**src/rtl/nwbx_consts.vh**
```
`ifndef NWBX_CONSTS_VH
`define NWBX_CONSTS_VH

// ----------------------------------------
// Widths and FIFO depth
// ----------------------------------------
`define NWBX_NARROW_W 12
`define NWBX_WIDE_W 24
`define NWBX_FIFO_DEPTH 8
`define NWBX_FIFO_AW 3

// ----------------------------------------
// Field positions inside a FIFO word
// ----------------------------------------
`define NWBX_F_DATA_LSB 0
`define NWBX_F_DATA_MSB 11
`define NWBX_F_LD1 12
`define NWBX_F_LD2 13
`define NWBX_F_W 14

// ----------------------------------------
// Reset values and state codes
// ----------------------------------------
`define NWBX_DRIVE_OFF 1'b1
`define NWBX_ST_IDLE 2'h1
`define NWBX_ST_RUN 2'h2

`endif

```
**src/rtl/nwbx_fifo.v**
```verilog
`timescale 1ns/1ps

module nwbx_fifo #(
    parameter WIDTH = 14,
    parameter DEPTH = 8,
    parameter AW = 3
) (
    // Clock and reset
    input wire clk,
    input wire reset,
    // Fill side
    input wire inValid,
    output wire inReady,
    input wire [WIDTH-1:0] inData,
    // Drain side
    output wire outValid,
    input wire outReady,
    output wire [WIDTH-1:0] outData
);

    reg [WIDTH-1:0] mem [0:DEPTH-1];
    reg [AW-1:0] wrPtr_q;
    reg [AW-1:0] rdPtr_q;
    reg [AW:0] count_q;
    wire doWrite;
    wire doRead;

    assign inReady = (count_q != DEPTH[AW:0]);
    assign outValid = (count_q != {(AW+1){1'b0}});
    assign outData = mem[rdPtr_q];
    assign doWrite = inValid & inReady;
    assign doRead = outValid & outReady;

    always @(posedge clk) begin
        if (doWrite) begin
            mem[wrPtr_q] <= inData;
        end
    end

    always @(posedge clk) begin
        if (reset) begin
            wrPtr_q <= {AW{1'b0}};
            rdPtr_q <= {AW{1'b0}};
            count_q <= {(AW+1){1'b0}};
        end else begin
            if (doWrite) begin
                wrPtr_q <= (wrPtr_q == DEPTH[AW-1:0] - 1'b1) ? {AW{1'b0}} : wrPtr_q + 1'b1;
            end
            if (doRead) begin
                rdPtr_q <= (rdPtr_q == DEPTH[AW-1:0] - 1'b1) ? {AW{1'b0}} : rdPtr_q + 1'b1;
            end
            if (doWrite && !doRead) begin
                count_q <= count_q + 1'b1;
            end else if (doRead && !doWrite) begin
                count_q <= count_q - 1'b1;
            end
        end
    end

endmodule // nwbx_fifo

```
**src/rtl/nwbx_half_mux.v**
```verilog
`timescale 1ns/1ps
`include "nwbx_consts.vh"

module nwbx_half_mux (
    // Clock
    input wire clk,
    // Wide halves in
    input wire [`NWBX_NARROW_W-1:0] wideFirstIn,
    input wire [`NWBX_NARROW_W-1:0] wideSecondIn,
    input wire wide_first_load_enable_n,
    input wire wide_second_load_enable_n,
    input wire halfSelect_n,
    // Narrow value out
    output reg [`NWBX_NARROW_W-1:0] narrowOut_q
);

    // Select is captured with the edge, so only one half ever feeds the output.
    always @(posedge clk) begin
        if (halfSelect_n) begin
            if (!wide_first_load_enable_n) begin // [RQ8]
                narrowOut_q <= wideFirstIn; // [RQ9]
            end
        end else begin
            if (!wide_second_load_enable_n) begin // [RQ8]
                narrowOut_q <= wideSecondIn; // [RQ10]
            end
        end
    end

endmodule // nwbx_half_mux

```
**src/rtl/nwbx_exchanger.v**
```verilog
// What this block does
// [RQ1] Exchange 12-bit narrow and 24-bit wide words.
// [RQ2] Registers load on edge with enable low.
// [RQ3] First half two stages, second half one.
// [RQ4] First half sees narrow value after two edges; the ingress queue makes it three edges here.
// [RQ5] Second half loads on its own enable.
// [RQ6] Driver sequences enables to pair words.
// [RQ7] Both narrow enables high holds wide outputs; here they hold only after the last queued word drains.
// [RQ8] Wide half loads narrow output under enable.
// [RQ9] Registered select: high first, low second.
// [RQ10] Narrow output from one half only.
// [RQ11] Separate active-low drive enables per port.
// [RQ12] Drive enables registered on the clock.
// [RQ13] Output state undefined before first edge.
// [RQ14] Host clocks early with enables high.
// [RQ15] Datapath registers have no reset.
// [RQ16] Never both parties driving one port.
`timescale 1ns/1ps
`include "nwbx_consts.vh"

module nwbx_exchanger (
    // Clock and reset
    input wire clk,
    input wire reset,
    // Narrow port pin
    input wire [`NWBX_NARROW_W-1:0] narrowIn,
    output reg [`NWBX_NARROW_W-1:0] narrowOut_q,
    output reg [`NWBX_NARROW_W-1:0] narrowOe_q,
    // Wide port pins
    input wire [`NWBX_NARROW_W-1:0] wideHalfFirstIn,
    input wire [`NWBX_NARROW_W-1:0] wideHalfSecondIn,
    output reg [`NWBX_NARROW_W-1:0] wideHalfFirstOut_q,
    output reg [`NWBX_NARROW_W-1:0] wideHalfSecondOut_q,
    output reg [`NWBX_WIDE_W-1:0] wideOe_q,
    // Control pins
    input wire narrow_load_enable_first_n,
    input wire narrow_load_enable_second_n,
    input wire wide_first_load_enable_n,
    input wire wide_second_load_enable_n,
    input wire halfSelect_n,
    input wire narrow_port_drive_n,
    input wire wide_port_drive_n,
    // Ingress FIFO status
    output reg narrowReady_q,
    output reg pipeBusy_q
);

    // ----------------------------------------
    // Ingress buffer
    // ----------------------------------------
    // Narrow samples and their enables are queued together so the pipeline keeps
    // the exact edge pairing. The drain stalls in reset and for one cycle after it, so the queue adds
    // one cycle of latency but never reorders or drops a word.
    wire [`NWBX_F_W-1:0] fifoIn;
    wire [`NWBX_F_W-1:0] fifoOut;
    wire fifoInReady;
    wire fifoOutValid;
    wire fifoPush;
    wire drainReady;
    wire [`NWBX_NARROW_W-1:0] qData;
    wire qLoad1;
    wire qLoad2;

    assign fifoPush = ~(narrow_load_enable_first_n & narrow_load_enable_second_n);
    assign fifoIn = {~narrow_load_enable_second_n, ~narrow_load_enable_first_n, narrowIn}; // [RQ1]
    assign qData = fifoOut[`NWBX_F_DATA_MSB:`NWBX_F_DATA_LSB];
    assign qLoad1 = fifoOut[`NWBX_F_LD1];
    assign qLoad2 = fifoOut[`NWBX_F_LD2];

    nwbx_fifo #(
        .WIDTH(`NWBX_F_W),
        .DEPTH(`NWBX_FIFO_DEPTH),
        .AW(`NWBX_FIFO_AW)
    ) u_fifo (
        .clk(clk),
        .reset(reset),
        .inValid(fifoPush),
        .inReady(fifoInReady),
        .inData(fifoIn),
        .outValid(fifoOutValid),
        .outReady(drainReady),
        .outData(fifoOut)
    );

    // ----------------------------------------
    // Control state
    // ----------------------------------------
    localparam [1:0] ST_IDLE = 2'h1;
    localparam [1:0] ST_RUN = 2'h2;

    reg [1:0] state_q;
    reg [1:0] state_d;

    always @* begin
        case (state_q)
            ST_IDLE: state_d = ST_RUN;
            ST_RUN: state_d = ST_RUN;
            default: state_d = ST_IDLE;
        endcase
    end

    always @(posedge clk) begin
        if (reset) begin
            state_q <= ST_IDLE;
        end else begin
            state_q <= state_d;
        end
    end

    assign drainReady = (state_q == ST_RUN);

    always @(posedge clk) begin
        if (reset) begin
            narrowReady_q <= 1'b0;
            pipeBusy_q <= 1'b0;
        end else begin
            narrowReady_q <= fifoInReady;
            pipeBusy_q <= fifoOutValid;
        end
    end

    // ----------------------------------------
    // Narrow to wide datapath
    // ----------------------------------------
    // No reset here: contents are arbitrary until loaded. // [RQ15]
    reg [`NWBX_NARROW_W-1:0] stageOne_q;
    wire popWord;

    assign popWord = fifoOutValid & drainReady;

    always @(posedge clk) begin
        if (popWord && qLoad1) begin // [RQ2]
            stageOne_q <= qData; // [RQ3]
            wideHalfFirstOut_q <= stageOne_q; // [RQ4]
        end
        if (popWord && qLoad2) begin // [RQ5]
            wideHalfSecondOut_q <= qData; // [RQ3]
        end
        // With both enables high nothing new is queued, so the halves hold once the last queued word drains. // [RQ7]
    end

    // ----------------------------------------
    // Wide to narrow datapath
    // ----------------------------------------
    wire [`NWBX_NARROW_W-1:0] muxOut;

    nwbx_half_mux u_mux (
        .clk(clk),
        .wideFirstIn(wideHalfFirstIn),
        .wideSecondIn(wideHalfSecondIn),
        .wide_first_load_enable_n(wide_first_load_enable_n),
        .wide_second_load_enable_n(wide_second_load_enable_n),
        .halfSelect_n(halfSelect_n),
        .narrowOut_q(muxOut)
    );

    always @(posedge clk) begin
        narrowOut_q <= muxOut; // [RQ10]
    end

    // ----------------------------------------
    // Registered drive enables
    // ----------------------------------------
    // Reset forces both ports released, which is the safe start-up state. // [RQ13]
    always @(posedge clk) begin
        if (reset) begin
            narrowOe_q <= {`NWBX_NARROW_W{1'b0}};
            wideOe_q <= {`NWBX_WIDE_W{1'b0}};
        end else begin
            narrowOe_q <= {`NWBX_NARROW_W{~narrow_port_drive_n}}; // [RQ11] [RQ12]
            wideOe_q <= {`NWBX_WIDE_W{~wide_port_drive_n}}; // [RQ11] [RQ12]
        end
    end

endmodule // nwbx_exchanger

```
**config.mk**
```make
export PLATFORM = sky130hd
export DESIGN_NAME = nwbx_exchanger
export DESIGN_NICKNAME = d
export VERILOG_FILES = /design/src/rtl/nwbx_fifo.v /design/src/rtl/nwbx_half_mux.v /design/src/rtl/nwbx_exchanger.v
export VERILOG_INCLUDE_DIRS = /design/src /design/src/rtl
export SDC_FILE = /design/constraint.sdc
export NUM_CORES = 1
export LEC_CHECK = 0
export BUFFER_PORTS_ARGS = -buffer_cell sky130_fd_sc_hd__buf_2
export CELL_PAD_IN_SITES_DETAIL_PLACEMENT = 1
export CELL_PAD_IN_SITES_GLOBAL_PLACEMENT = 2
export CORE_UTILIZATION = 42
export CTS_CLUSTER_DIAMETER = 50
export DETAILED_ROUTE_END_ITERATION = 16
export PLACE_DENSITY_LB_ADDON = 0.1
export SETUP_SLACK_MARGIN = 0.5
export SYNTH_ARGS = -nofsm -noshare
export SYNTH_HDL_FRONTEND = slang
export SYNTH_SLANG_ARGS = --single-unit
```
**constraint.sdc**
```tcl
create_clock -name clk -period 3.85 [get_ports clk]
set_input_delay 0 -clock clk [delete_from_list [all_inputs] [get_ports clk]]
set_output_delay 0 -clock clk [all_outputs]
set_load 0.01 [all_outputs]
```
After elaboration in Yosys (flattened, before gate mapping)
Memories as Yosys holds them, arrays and structs flattened. A register that Yosys moved wholly into a read port is not among the register bits.
Index checks and enable logic that the tools add are counted.
- output and inout port bits: 74
- memories: 1
- word-level logic and storage cells: 55
- memory bits (writable): 112
- register bits after elaboration: 76
- input port bits: 45
- equality and inequality tests: 7
- bitwise operators: 8
- $add $sub $neg: 4
- mux-type cells: 12
- reductions and logical operators: 10
- memory list (memory ; depth ; bits a word ; rd ports ; clocked after memory_dff ; wr ports ; RTL line ; text):
    u_fifo.mem ; 8 ; 14 ; 1 ; 1 ; 1 ; nwbx_fifo.v:21 ; reg [WIDTH-1:0] mem [0:DEPTH-1];
- operator list (operator ; count):
    12-bit 2-to-1 mux ; 3
    3-bit 2-to-1 mux ; 4
    4-bit 2-to-1 mux ; 2
    3-bit by 1-bit adder with 3-bit output, second input constant ; 2
    3-bit equality test, second input constant ; 2
    1-bit NOT ; 5
    4-bit by 1-bit adder with 4-bit output, second input constant ; 1
    1-bit logical AND ; 4
    4-bit inequality test, second input constant ; 1
    4-bit nonzero test ; 1
    4-bit by 1-bit subtractor with 4-bit output, second input constant ; 1
    1-bit AND ; 3
    2-bit by 1-bit equality test with 1-bit output, second input constant ; 1
    2-bit equality test, second input constant ; 1
    1-bit zero test ; 2
    1-bit 2-to-1 mux ; 2
    2-bit 2-to-1 mux ; 1
    2-bit by 1-bit inequality test with 1-bit output, second input constant ; 1
    2-bit inequality test, second input constant ; 1
    2-bit AND reduction ; 1
    2-bit nonzero test ; 1
    2-bit OR reduction ; 1

Depth between registers and ports, before layout
Gate-level depths: netlist (run 1).
- word-level depth: 7
- mapped depth: 11
- gate-level depth less buffers: 10

Hierarchy
A second synthesis (run 1) with hierarchy kept.
- cells, all modules: 363
- area total of the unflattened synthesis: 7264.5 µm²
- by module, submodules not included (module ; cells each ; area each (µm²) ; times used ; sequential area each (µm²)):
    nwbx_fifo ; 236 ; 4947.2 ; 1 ; 3623.5
    nwbx_exchanger ; 101 ; 1766.7 ; 1 ; 1441.4
    nwbx_half_mux ; 26 ; 550.5 ; 1 ; 360.3

Worst setup path after synthesis (run 1)
Ideal clock, no wire load.
- path kind: register to register
- start point: register u_fifo.count_q[0]
- end point: memory u_fifo.mem[0][0] (enable)
- cell stages (with the launch flop): 5
- setup slack: 1.151 ns
- period minus slack after synthesis: 2.699 ns
- arrival: 2.277 ns
- buffers on the path: 1
- setup time: 0.421 ns
- cell sequence: dfxtp_1 -> nor3_1 -> a22o_1 -> buf_2 -> nor4_1
- longest elaborated chain between the ends: 4
- RTL lines (element ; RTL line ; text):
    start: declaration ; nwbx_fifo.v:24 ; reg [AW:0] count_q;
    start signal: assignment ; nwbx_fifo.v:44 ; count_q <= {(AW+1){1'b0}};
    start signal: assignment ; nwbx_fifo.v:53 ; count_q <= count_q + 1'b1;
    start signal: assignment ; nwbx_fifo.v:55 ; count_q <= count_q - 1'b1;
    4-bit inequality test ; nwbx_fifo.v:28 ; assign inReady = (count_q != DEPTH[AW:0]);
    1-bit AND ; nwbx_fifo.v:31 ; assign doWrite = inValid & inReady;
    1-bit 2-to-1 mux ; nwbx_fifo.v:35 ; if (doWrite) begin
    1-bit 2-to-1 mux (not written as such) ; nwbx_fifo.v:36 ; mem[wrPtr_q] <= inData;
    end: declaration ; nwbx_fifo.v:21 ;
Every way passes these cells.

Worst setup path in the final report (run 1)
- start point: register u_fifo.count_q[0]
- end point: register u_fifo.count_q[3]
- longest elaborated chain between the ends: 5
- RTL lines (element ; RTL line ; text):
    4-bit inequality test (*) ; nwbx_fifo.v:28 ;
    1-bit AND (*) ; nwbx_fifo.v:31 ;
    net u_fifo.doWrite ; nwbx_fifo.v:25 ; wire doWrite;
    1-bit zero test ; nwbx_fifo.v:54 ; end else if (doRead && !doWrite) begin
    1-bit logical AND ; nwbx_fifo.v:54 ;
    2-bit nonzero test (no line) ; - ;
Mark *: on every way through the listed nets, which the timed path passes. The rest lies on a longest branch. The select of a mux whose other input is x is not followed.
A chain may end at the register's enable or synchronous reset.

==> impl_metrics.tcl, run 1 <==
set metrics [dict create \
    multiInputGateArea_mm2 0.00151 \
    power.leakage_nw 3.28 \
    run_status "finished, final reports clean" \
    critical_path.max_fanout 9 \
    netlist-cell-type-count 30 \
    sink_count_of_the_clock_tree 191 \
    timing.hold.worst.start "wide_second_load_enable_n" \
    syn_area_per_cell_um2 20.0 \
    power-per-cell-area_mw_per_mm2 570 \
    yosysMostFrequentCell "sky130_fd_sc_hd__edfxtp_1" \
    number_of_instances_in_the_synthesized_netlist 362 \
    drc 0 \
    design.core.area_mm2 0.0167 \
    die_w_um 133 \
    clock_latency_ns 0.42 \
    area_growth_syn_to_layout_pct 23.2 \
    dieArea_mm2 0.0177 \
    period_minus_slack_ns 3.05 \
    hold-path-endpoint "u_mux.narrowOut_q[10]$_DFFE_PP_" \
    design.portCount 119 \
    synth.top_cells.by_area "sky130_fd_sc_hd__edfxtp_1, sky130_fd_sc_hd__mux4_1, sky130_fd_sc_hd__dfxtp_1, sky130_fd_sc_hd__mux2_2, sky130_fd_sc_hd__buf_4" \
    grt_antenna_before_repair 0 \
    cts-resized-gates 0 \
    critical-path-top-delay-family "compound AO/OA/AOI/OAI gates" \
    tritoncts "built" \
    reg_to_reg_setup_timing_slack_ns 0.80 \
    synth_largest_area_cell "sky130_fd_sc_hd__edfxtp_1" \
    final-hold-violation-count 0 \
    gp_congestion 0.693 \
    detailedPlacementHpwl_mm 8.05 \
    dp_worst_setup_slack_ns 0.825 \
    worst-endpoint-required_ns 4.17 \
    hold_ws_ns 0.287 \
    number_of_clock_buffers_inserted_by_tritoncts 17 \
    share_of_cells_above_drive_strength_1 0.373 \
    netlist_area_mm2 0.00723 \
    io_buffers 118 \
    max_clock_freq_mhz 328 \
    yosysWarnings 0 \
    die_h_um 133 \
    max-vdd-ir-drop_mv 0.311 \
    utilization 0.533 \
    netlist_top_cells_count "sky130_fd_sc_hd__edfxtp_1, sky130_fd_sc_hd__buf_4, sky130_fd_sc_hd__dfxtp_1, sky130_fd_sc_hd__mux2_2, sky130_fd_sc_hd__mux4_1" \
    reg2regPathDepth 10 \
    grt_resource_usage_total 0.158 \
    avgRoutedWirePerCell_um 18.0 \
    antenna_left 0 \
    timing.critical_path.to_type "flip-flop" \
    number_of_antenna_diodes 0 \
    timing.final.max_slew_violations 0 \
    clock_power_share 0.339 \
    syn_nets 416 \
    max_stage_delay_ns 0.51 \
    fin_setup_tns_ns 0 \
    post_cts.repair.setup_buffers 0 \
    power.internal_mw 3.86 \
    grt_first_pass_wirelength_mm 20.7 \
    final.period_utilization 0.791 \
    synth_top_area_share 0.665 \
    timing.hold.worst.class "in -> reg" \
    seq_area_mm2 0.00543 \
    nets 559 \
    initial_core_util 0.433 \
    grt_overflow 0 \
    worst_path_max_delay_cell "sky130_fd_sc_hd__a22o_1" \
    synth_edf_count 160 \
    first_global_vias 3830 \
    cts_htree_levels 4 \
    hold_buffers 43 \
    worst_slew_margin_rel 0.196 \
    finalPower_mw 5.07 \
    dr.first_iter.drc_count 191 \
    synth-seq-area-share 0.751 \
    power.switching_mw 1.22 \
    asyncSetResetFlopFracSynth 0 \
    detailedRoute.firstPassIterationCount 4 \
    worst_setup_path_start_kind "flip-flop" \
    viasPerCell 4.88 \
    rsz0062_at_grt "no" \
    cts_max_path_buffers 2 \
    cap_viol_max_count 0 \
    r2r_end "u_fifo.count_q[3]$_SDFFE_PP0P_" \
    filler_instances 1572 \
    rows 47 \
    wl_mm 13.3 \
    dr_total_vias 3600 \
    setup-violations-final 0 \
    worst-slew-pin-transition_ns 1.17 \
    synth-seq-cells 191 \
    critical_path_class "reg -> reg" \
    worst_ep_arrival_time_ns 3.36 \
    clk_pin_slew_ns 0.07 \
    comb_power_share 0.148 \
    worstPathCellList "nor3_1, a22o_1, inv_1, ha_1, inv_1, ha_1, a21oi_1, a211oi_1, a31oi_1, mux2_2" \
    final.setup.worst_slack_ns 0.803 \
    timing.clock.skew_ns 0.00918 \
    cts_root_buffer "sky130_fd_sc_hd__clkbuf_16" \
    timing.hold.worst_path_depth 2 \
    power.share.switching 0.240 \
    synth_flop_cell "sky130_fd_sc_hd__edfxtp_1" \
    path_buf_inv 2 \
    timing.rr.start "u_fifo.count_q[0]$_SDFFE_PP0P_" \
    pwr-share-seq 0.513 \
    grt_start_max_net_pins 29 \
]
## cell type report
type | instances | area share
Inverter | 7 | 0.00295
Sequential cell | 191 | 0.609
Timing Repair Buffer | 169 | 0.121
Multi-Input combinational cell | 119 | 0.169
Tap cell | 220 | 0.0309
Clock buffer | 24 | 0.0578
Clock inverter | 8 | 0.00857
## state kept, by name (all words and copies together), names as in the netlist, named ones only
| signal | flops |
|---|---|
| narrowOut_q | 12 |
| u_mux.narrowOut_q | 12 |
| u_fifo.wrPtr_q | 3 |
| u_fifo.mem | 112 |
| wideHalfFirstOut_q | 12 |
| stageOne_q | 12 |
| wideHalfSecondOut_q | 12 |
| u_fifo.rdPtr_q | 3 |
| wideOe_q | 1 |
| narrowReady_q | 1 |
| u_fifo.count_q | 4 |
| state_q | 2 |
| pipeBusy_q | 1 |
| narrowOe_q | 1 |
## layout by cell type, fill, tap and decap left out, types with 2 or more instances in the layout
cell                            instances
sky130_fd_sc_hd__clkinv_2               3
sky130_fd_sc_hd__mux4_1                25
sky130_fd_sc_hd__nor2_2                 3
sky130_fd_sc_hd__buf_2                118
sky130_fd_sc_hd__clkbuf_1               3
sky130_fd_sc_hd__clkbuf_16             19
sky130_fd_sc_hd__nor2_1                14
sky130_fd_sc_hd__mux2_2                25
sky130_fd_sc_hd__buf_4                  8
sky130_fd_sc_hd__nor3_1                 2
sky130_fd_sc_hd__ha_1                   8
sky130_fd_sc_hd__nand2b_1               2
sky130_fd_sc_hd__nand2_1                7
sky130_fd_sc_hd__mux4_2                 3
sky130_fd_sc_hd__nor3_4                 3
sky130_fd_sc_hd__clkinvlp_4             3
sky130_fd_sc_hd__mux2i_1                5
sky130_fd_sc_hd__clkbuf_8               2
sky130_fd_sc_hd__inv_1                  7
sky130_fd_sc_hd__edfxtp_1             160
sky130_fd_sc_hd__dfxtp_1               31
sky130_fd_sc_hd__dlygate4sd3_1         43
sky130_fd_sc_hd__a21oi_1                9
## cell families (layout without fill, tap and decap cells)
kind of cell | after synthesis | after routing | share of synthesized area
XOR/XNOR | 2 | 2 | 0.00242
AO/OA/AOI/OAI | 13 | 13 | 0.0132
adder cells (fa/ha/maj) | 9 | 9 | 0.0166
multiplexers | 58 | 58 | 0.146
flip-flops | 191 | 191 | 0.751
AND/OR/NAND/NOR | 37 | 37 | 0.0227
buffers and inverters | 52 | 208 | 0.0483
## worst register-to-register path, stage by stage (launching register included)
cell and delay [ns]:
sky130_fd_sc_hd__dfxtp_1 0.38, sky130_fd_sc_hd__nor3_1 0.37, sky130_fd_sc_hd__a22o_1 0.51, sky130_fd_sc_hd__inv_1 0.19
sky130_fd_sc_hd__ha_1 0.25, sky130_fd_sc_hd__inv_1 0.13, sky130_fd_sc_hd__ha_1 0.29, sky130_fd_sc_hd__a21oi_1 0.21
sky130_fd_sc_hd__a211oi_1 0.10, sky130_fd_sc_hd__a31oi_1 0.17, sky130_fd_sc_hd__mux2_2 0.35
## metal layers
layer | global-route usage | part of all wire | up-vias
met2 | 0.278 | 0.52 | 93
met3 | 0.0464 | 0.048 | 14
met1 | 0.186 | 0.42 | 1815
met4 | 0.0511 | 0.012 | 0
met5 | 0 | 0 | -
li1 | - | - | 1678
## stage by stage
step | std cells | cell area [µm²]
2_1_floorplan | 362 | 7230
3_3_place_gp | 663 | 7880
3_5_place_dp | 663 | 7880
4_1_cts | 738 | 8900
5_1_grt | 738 | 8900
6_report | 738 | 8900
## how the worst max path moves through the flow
stage,endpoint,cells after the start,startpoint
floorplan,u_fifo.mem[0][0]$_DFFE_PP_,4,u_fifo.count_q[0]$_SDFFE_PP0P_
global placement,u_fifo.count_q[3]$_SDFFE_PP0P_,10,u_fifo.count_q[0]$_SDFFE_PP0P_
detailed placement,u_fifo.count_q[3]$_SDFFE_PP0P_,10,u_fifo.count_q[0]$_SDFFE_PP0P_
CTS,u_fifo.count_q[3]$_SDFFE_PP0P_,10,u_fifo.count_q[0]$_SDFFE_PP0P_
global route,u_fifo.count_q[3]$_SDFFE_PP0P_,10,u_fifo.count_q[0]$_SDFFE_PP0P_
finish,u_fifo.count_q[3]$_SDFFE_PP0P_,10,u_fifo.count_q[0]$_SDFFE_PP0P_
## power by group through the flow
stage | sequential, mW | clock (mW) | combinational [mW]
after floorplan | 2.64 | 0 | 0.483
after global placement | 2.63 | 0 | 0.713
after detailed placement | 2.65 | 0 | 0.728
after CTS | 2.61 | 1.76 | 0.769
after global routing | 2.63 | 1.83 | 0.823
final | 2.60 | 1.72 | 0.751
Power figures use the tool's default switching activity.
==> inputs of run 2 (changes only) <==
==> constraint.sdc (replaced) <==
create_clock -name clk -period 3.1 [get_ports clk]
set_input_delay 0 -clock clk [delete_from_list [all_inputs] [get_ports clk]]
set_output_delay 0 -clock clk [all_outputs]
set_load 0.01 [all_outputs]
==> run 2 against run 1 <==
  * Sequential cell count unchanged
  * Largest power group unchanged
  * Routed wire length rose by 0.73%
  * Count of clock-buffer cells in the layout stayed put
  * Critical endpoint unchanged
  * Global-route usage increased by 0.21 points
  * Cell area up 0.89%
  * Sequential power rose by 24%
==> impl_metrics.tcl, run 2 (same netlist as run 1, synthesis figures left out) <==
set metrics [dict create \
    most_common_cell_after_layout_fill_and_taps_aside "sky130_fd_sc_hd__edfxtp_1" \
    max-vdd-ir-drop_mv 0.447 \
    fin_setup_tns_ns 0 \
    viasPerCell 4.81 \
    cts_htree_levels 4 \
    final.setup.worst_slack_ns 0.634 \
    maxUsedRoutingLayer "met4" \
    tritoncts "built" \
    detailedPlacementHpwl_mm 8.12 \
    worst-slew-pin-transition_ns 0.556 \
    dr_total_vias 3600 \
    worst_slew_margin_rel 0.629 \
    layout.cell_area.non_filler_mm2 0.00898 \
    cts_max_path_buffers 2 \
    run_status "finished, final reports clean" \
    top_register_by_number_of_flip_flops "u_fifo.mem" \
    cts_root_buffer "sky130_fd_sc_hd__clkbuf_16" \
    io_buffers 118 \
    worst_setup_path_start_kind "flip-flop" \
    largest_reg_flops 112 \
    avgRoutedWirePerCell_um 17.9 \
    area_growth_syn_to_layout_pct 24.3 \
    grt_first_pass_wirelength_mm 20.6 \
    dp_worst_setup_slack_ns 0.469 \
    timing.hold.worst.start "wide_second_load_enable_n" \
    power-per-cell-area_mw_per_mm2 705 \
    layout.cells.most_common_list "sky130_fd_sc_hd__edfxtp_1, sky130_fd_sc_hd__buf_2, sky130_fd_sc_hd__dlygate4sd3_1, sky130_fd_sc_hd__dfxtp_1" \
    grt_resource_usage_total 0.160 \
    detailedRoute.firstPassIterationCount 4 \
    wl_mm 13.4 \
    setup-violations-final 0 \
    share_of_cells_above_drive_strength_1 0.390 \
    grt_antenna_before_repair 0 \
    clk_pin_slew_ns 0.07 \
    final-hold-violation-count 0 \
    design.portCount 119 \
    number_of_antenna_diodes 0 \
    timing.critical_path.to_type "flip-flop" \
    dr.first_iter.drc_count 229 \
    worst-endpoint-required_ns 3.42 \
    sink_count_of_the_clock_tree 191 \
    power.leakage_nw 3.36 \
    critical_path_class "reg -> reg" \
    grt_overflow 0 \
    critical_path.max_fanout 8 \
    rows 47 \
    die_h_um 133 \
    routed-wl-met3_um 428 \
    timing.rr.start "u_fifo.count_q[0]$_SDFFE_PP0P_" \
    reg_to_reg_setup_timing_slack_ns 0.63 \
    timing.final.max_slew_violations 0 \
    max_clock_freq_mhz 406 \
    timing.clock.skew_ns 0.00815 \
    dr_wl_met2_mm 7.17 \
    die_w_um 133 \
    dieArea_mm2 0.0177 \
    timing.hold.worst.class "in -> reg" \
    reg2regPathDepth 9 \
    design.core.area_mm2 0.0167 \
    first_global_vias 3874 \
    grt_start_max_net_pins 25 \
    clock_latency_ns 0.42 \
    postPlaceCellArea_mm2 0.00793 \
    initial_core_util 0.433 \
    period_minus_slack_ns 2.47 \
    gp_congestion 0.717 \
    nets 569 \
    cap_viol_max_count 0 \
    antenna_left 0 \
    number_of_clock_buffers_inserted_by_tritoncts 17 \
    drc 0 \
    worst_ep_arrival_time_ns 2.78 \
    timing.hold.worst_path_depth 3 \
    final.period_utilization 0.795 \
    hold_ws_ns 0.0737 \
    hold-path-endpoint "u_mux.narrowOut_q[8]$_DFFE_PP_" \
    rsz0062_at_grt "no" \
    r2r_end "u_fifo.count_q[3]$_SDFFE_PP0P_" \
    wl_met1_mm 5.58 \
]
-- run 2: cell types whose count changed in the layout (fill, tap and decap cells not counted), moves of 2 or more --
cell                       previous run  this run
sky130_fd_sc_hd__dfxtp_1             31        29
sky130_fd_sc_hd__clkinv_2             3         0
sky130_fd_sc_hd__nor3_2               1         4
sky130_fd_sc_hd__nor2_2               3         1
sky130_fd_sc_hd__dfxtp_2              0         2
sky130_fd_sc_hd__buf_4                8        18
sky130_fd_sc_hd__nor3_4               3         1
sky130_fd_sc_hd__nor2_1              14        16
sky130_fd_sc_hd__clkinv_4             1         4
-- run 2: metrics by stage --
step	cells	utilization	total power, mW
floorplan	362	-	3.88
global placement	673	0.475	4.16
detailed placement	673	0.475	4.20
CTS	748	0.537	6.41
global route	748	0.538	6.60
finish	748	0.538	6.33
-- run 2: worst max-delay path, stage by stage (launching register included) --
cell                       delay [ns]
sky130_fd_sc_hd__dfxtp_2         0.37
sky130_fd_sc_hd__o41ai_4         0.34
sky130_fd_sc_hd__buf_4           0.21
sky130_fd_sc_hd__ha_1            0.17
sky130_fd_sc_hd__inv_1           0.09
sky130_fd_sc_hd__ha_1            0.35
sky130_fd_sc_hd__a21oi_2         0.16
sky130_fd_sc_hd__a211oi_1        0.09
sky130_fd_sc_hd__a31oi_1         0.22
sky130_fd_sc_hd__mux2_2          0.36
-- run 2: report_power, final --
part | switching [mW] | internal (mW) | leakage [nW] | total, mW
logic | 0.500 | 0.461 | 1.34 | 0.961
clock network | 0.916 | 1.22 | 0.289 | 2.14
registers | 0.121 | 3.11 | 1.72 | 3.23
total | 1.54 | 4.80 | 3.36 | 6.33
-- run 2: layout make-up --
type / instances / area [µm²]
clock buffer: 24 / 536
clock inverter: 8 / 65.1
fill: 1560 / 7720
inverter: 7 / 26.3
multi-input combinational: 119 / 1500
sequential: 191 / 5430
tap: 220 / 275
timing repair buffer: 179 / 1160
-- run 2: timing repair --
item	4_1_cts	5_1_grt
hold buffers	43	0
setup endpoints to repair	1	1
cloned	0	0
setup buffers	0	0
endpoints found under the hold margin	134	0
resized for setup	1	4
-- run 2: how the worst max path moves through the flow --
stage | from | endpoint | slack [ns]
floorplan | u_fifo.count_q[0]$_SDFFE_PP0P_ | u_fifo.mem[4][0]$_DFFE_PP_ | 0.59
global placement | u_fifo.count_q[0]$_SDFFE_PP0P_ | u_fifo.count_q[3]$_SDFFE_PP0P_ | 0.57
detailed placement | u_fifo.count_q[0]$_SDFFE_PP0P_ | u_fifo.count_q[3]$_SDFFE_PP0P_ | 0.47
CTS | u_fifo.count_q[0]$_SDFFE_PP0P_ | u_fifo.count_q[3]$_SDFFE_PP0P_ | 0.54
global route | u_fifo.count_q[0]$_SDFFE_PP0P_ | u_fifo.count_q[3]$_SDFFE_PP0P_ | 0.54
finish | u_fifo.count_q[0]$_SDFFE_PP0P_ | u_fifo.count_q[3]$_SDFFE_PP0P_ | 0.63
-- run 2: per-layer routing --
| layer | track usage | vias to the layer above |
|---|---|---|
| met5 | 0 | - |
| met4 | 0.0732 | 0 |
| met3 | 0.0331 | 14 |
| met2 | 0.290 | 78 |
| met1 | 0.182 | 1815 |
| li1 | - | 1693 |
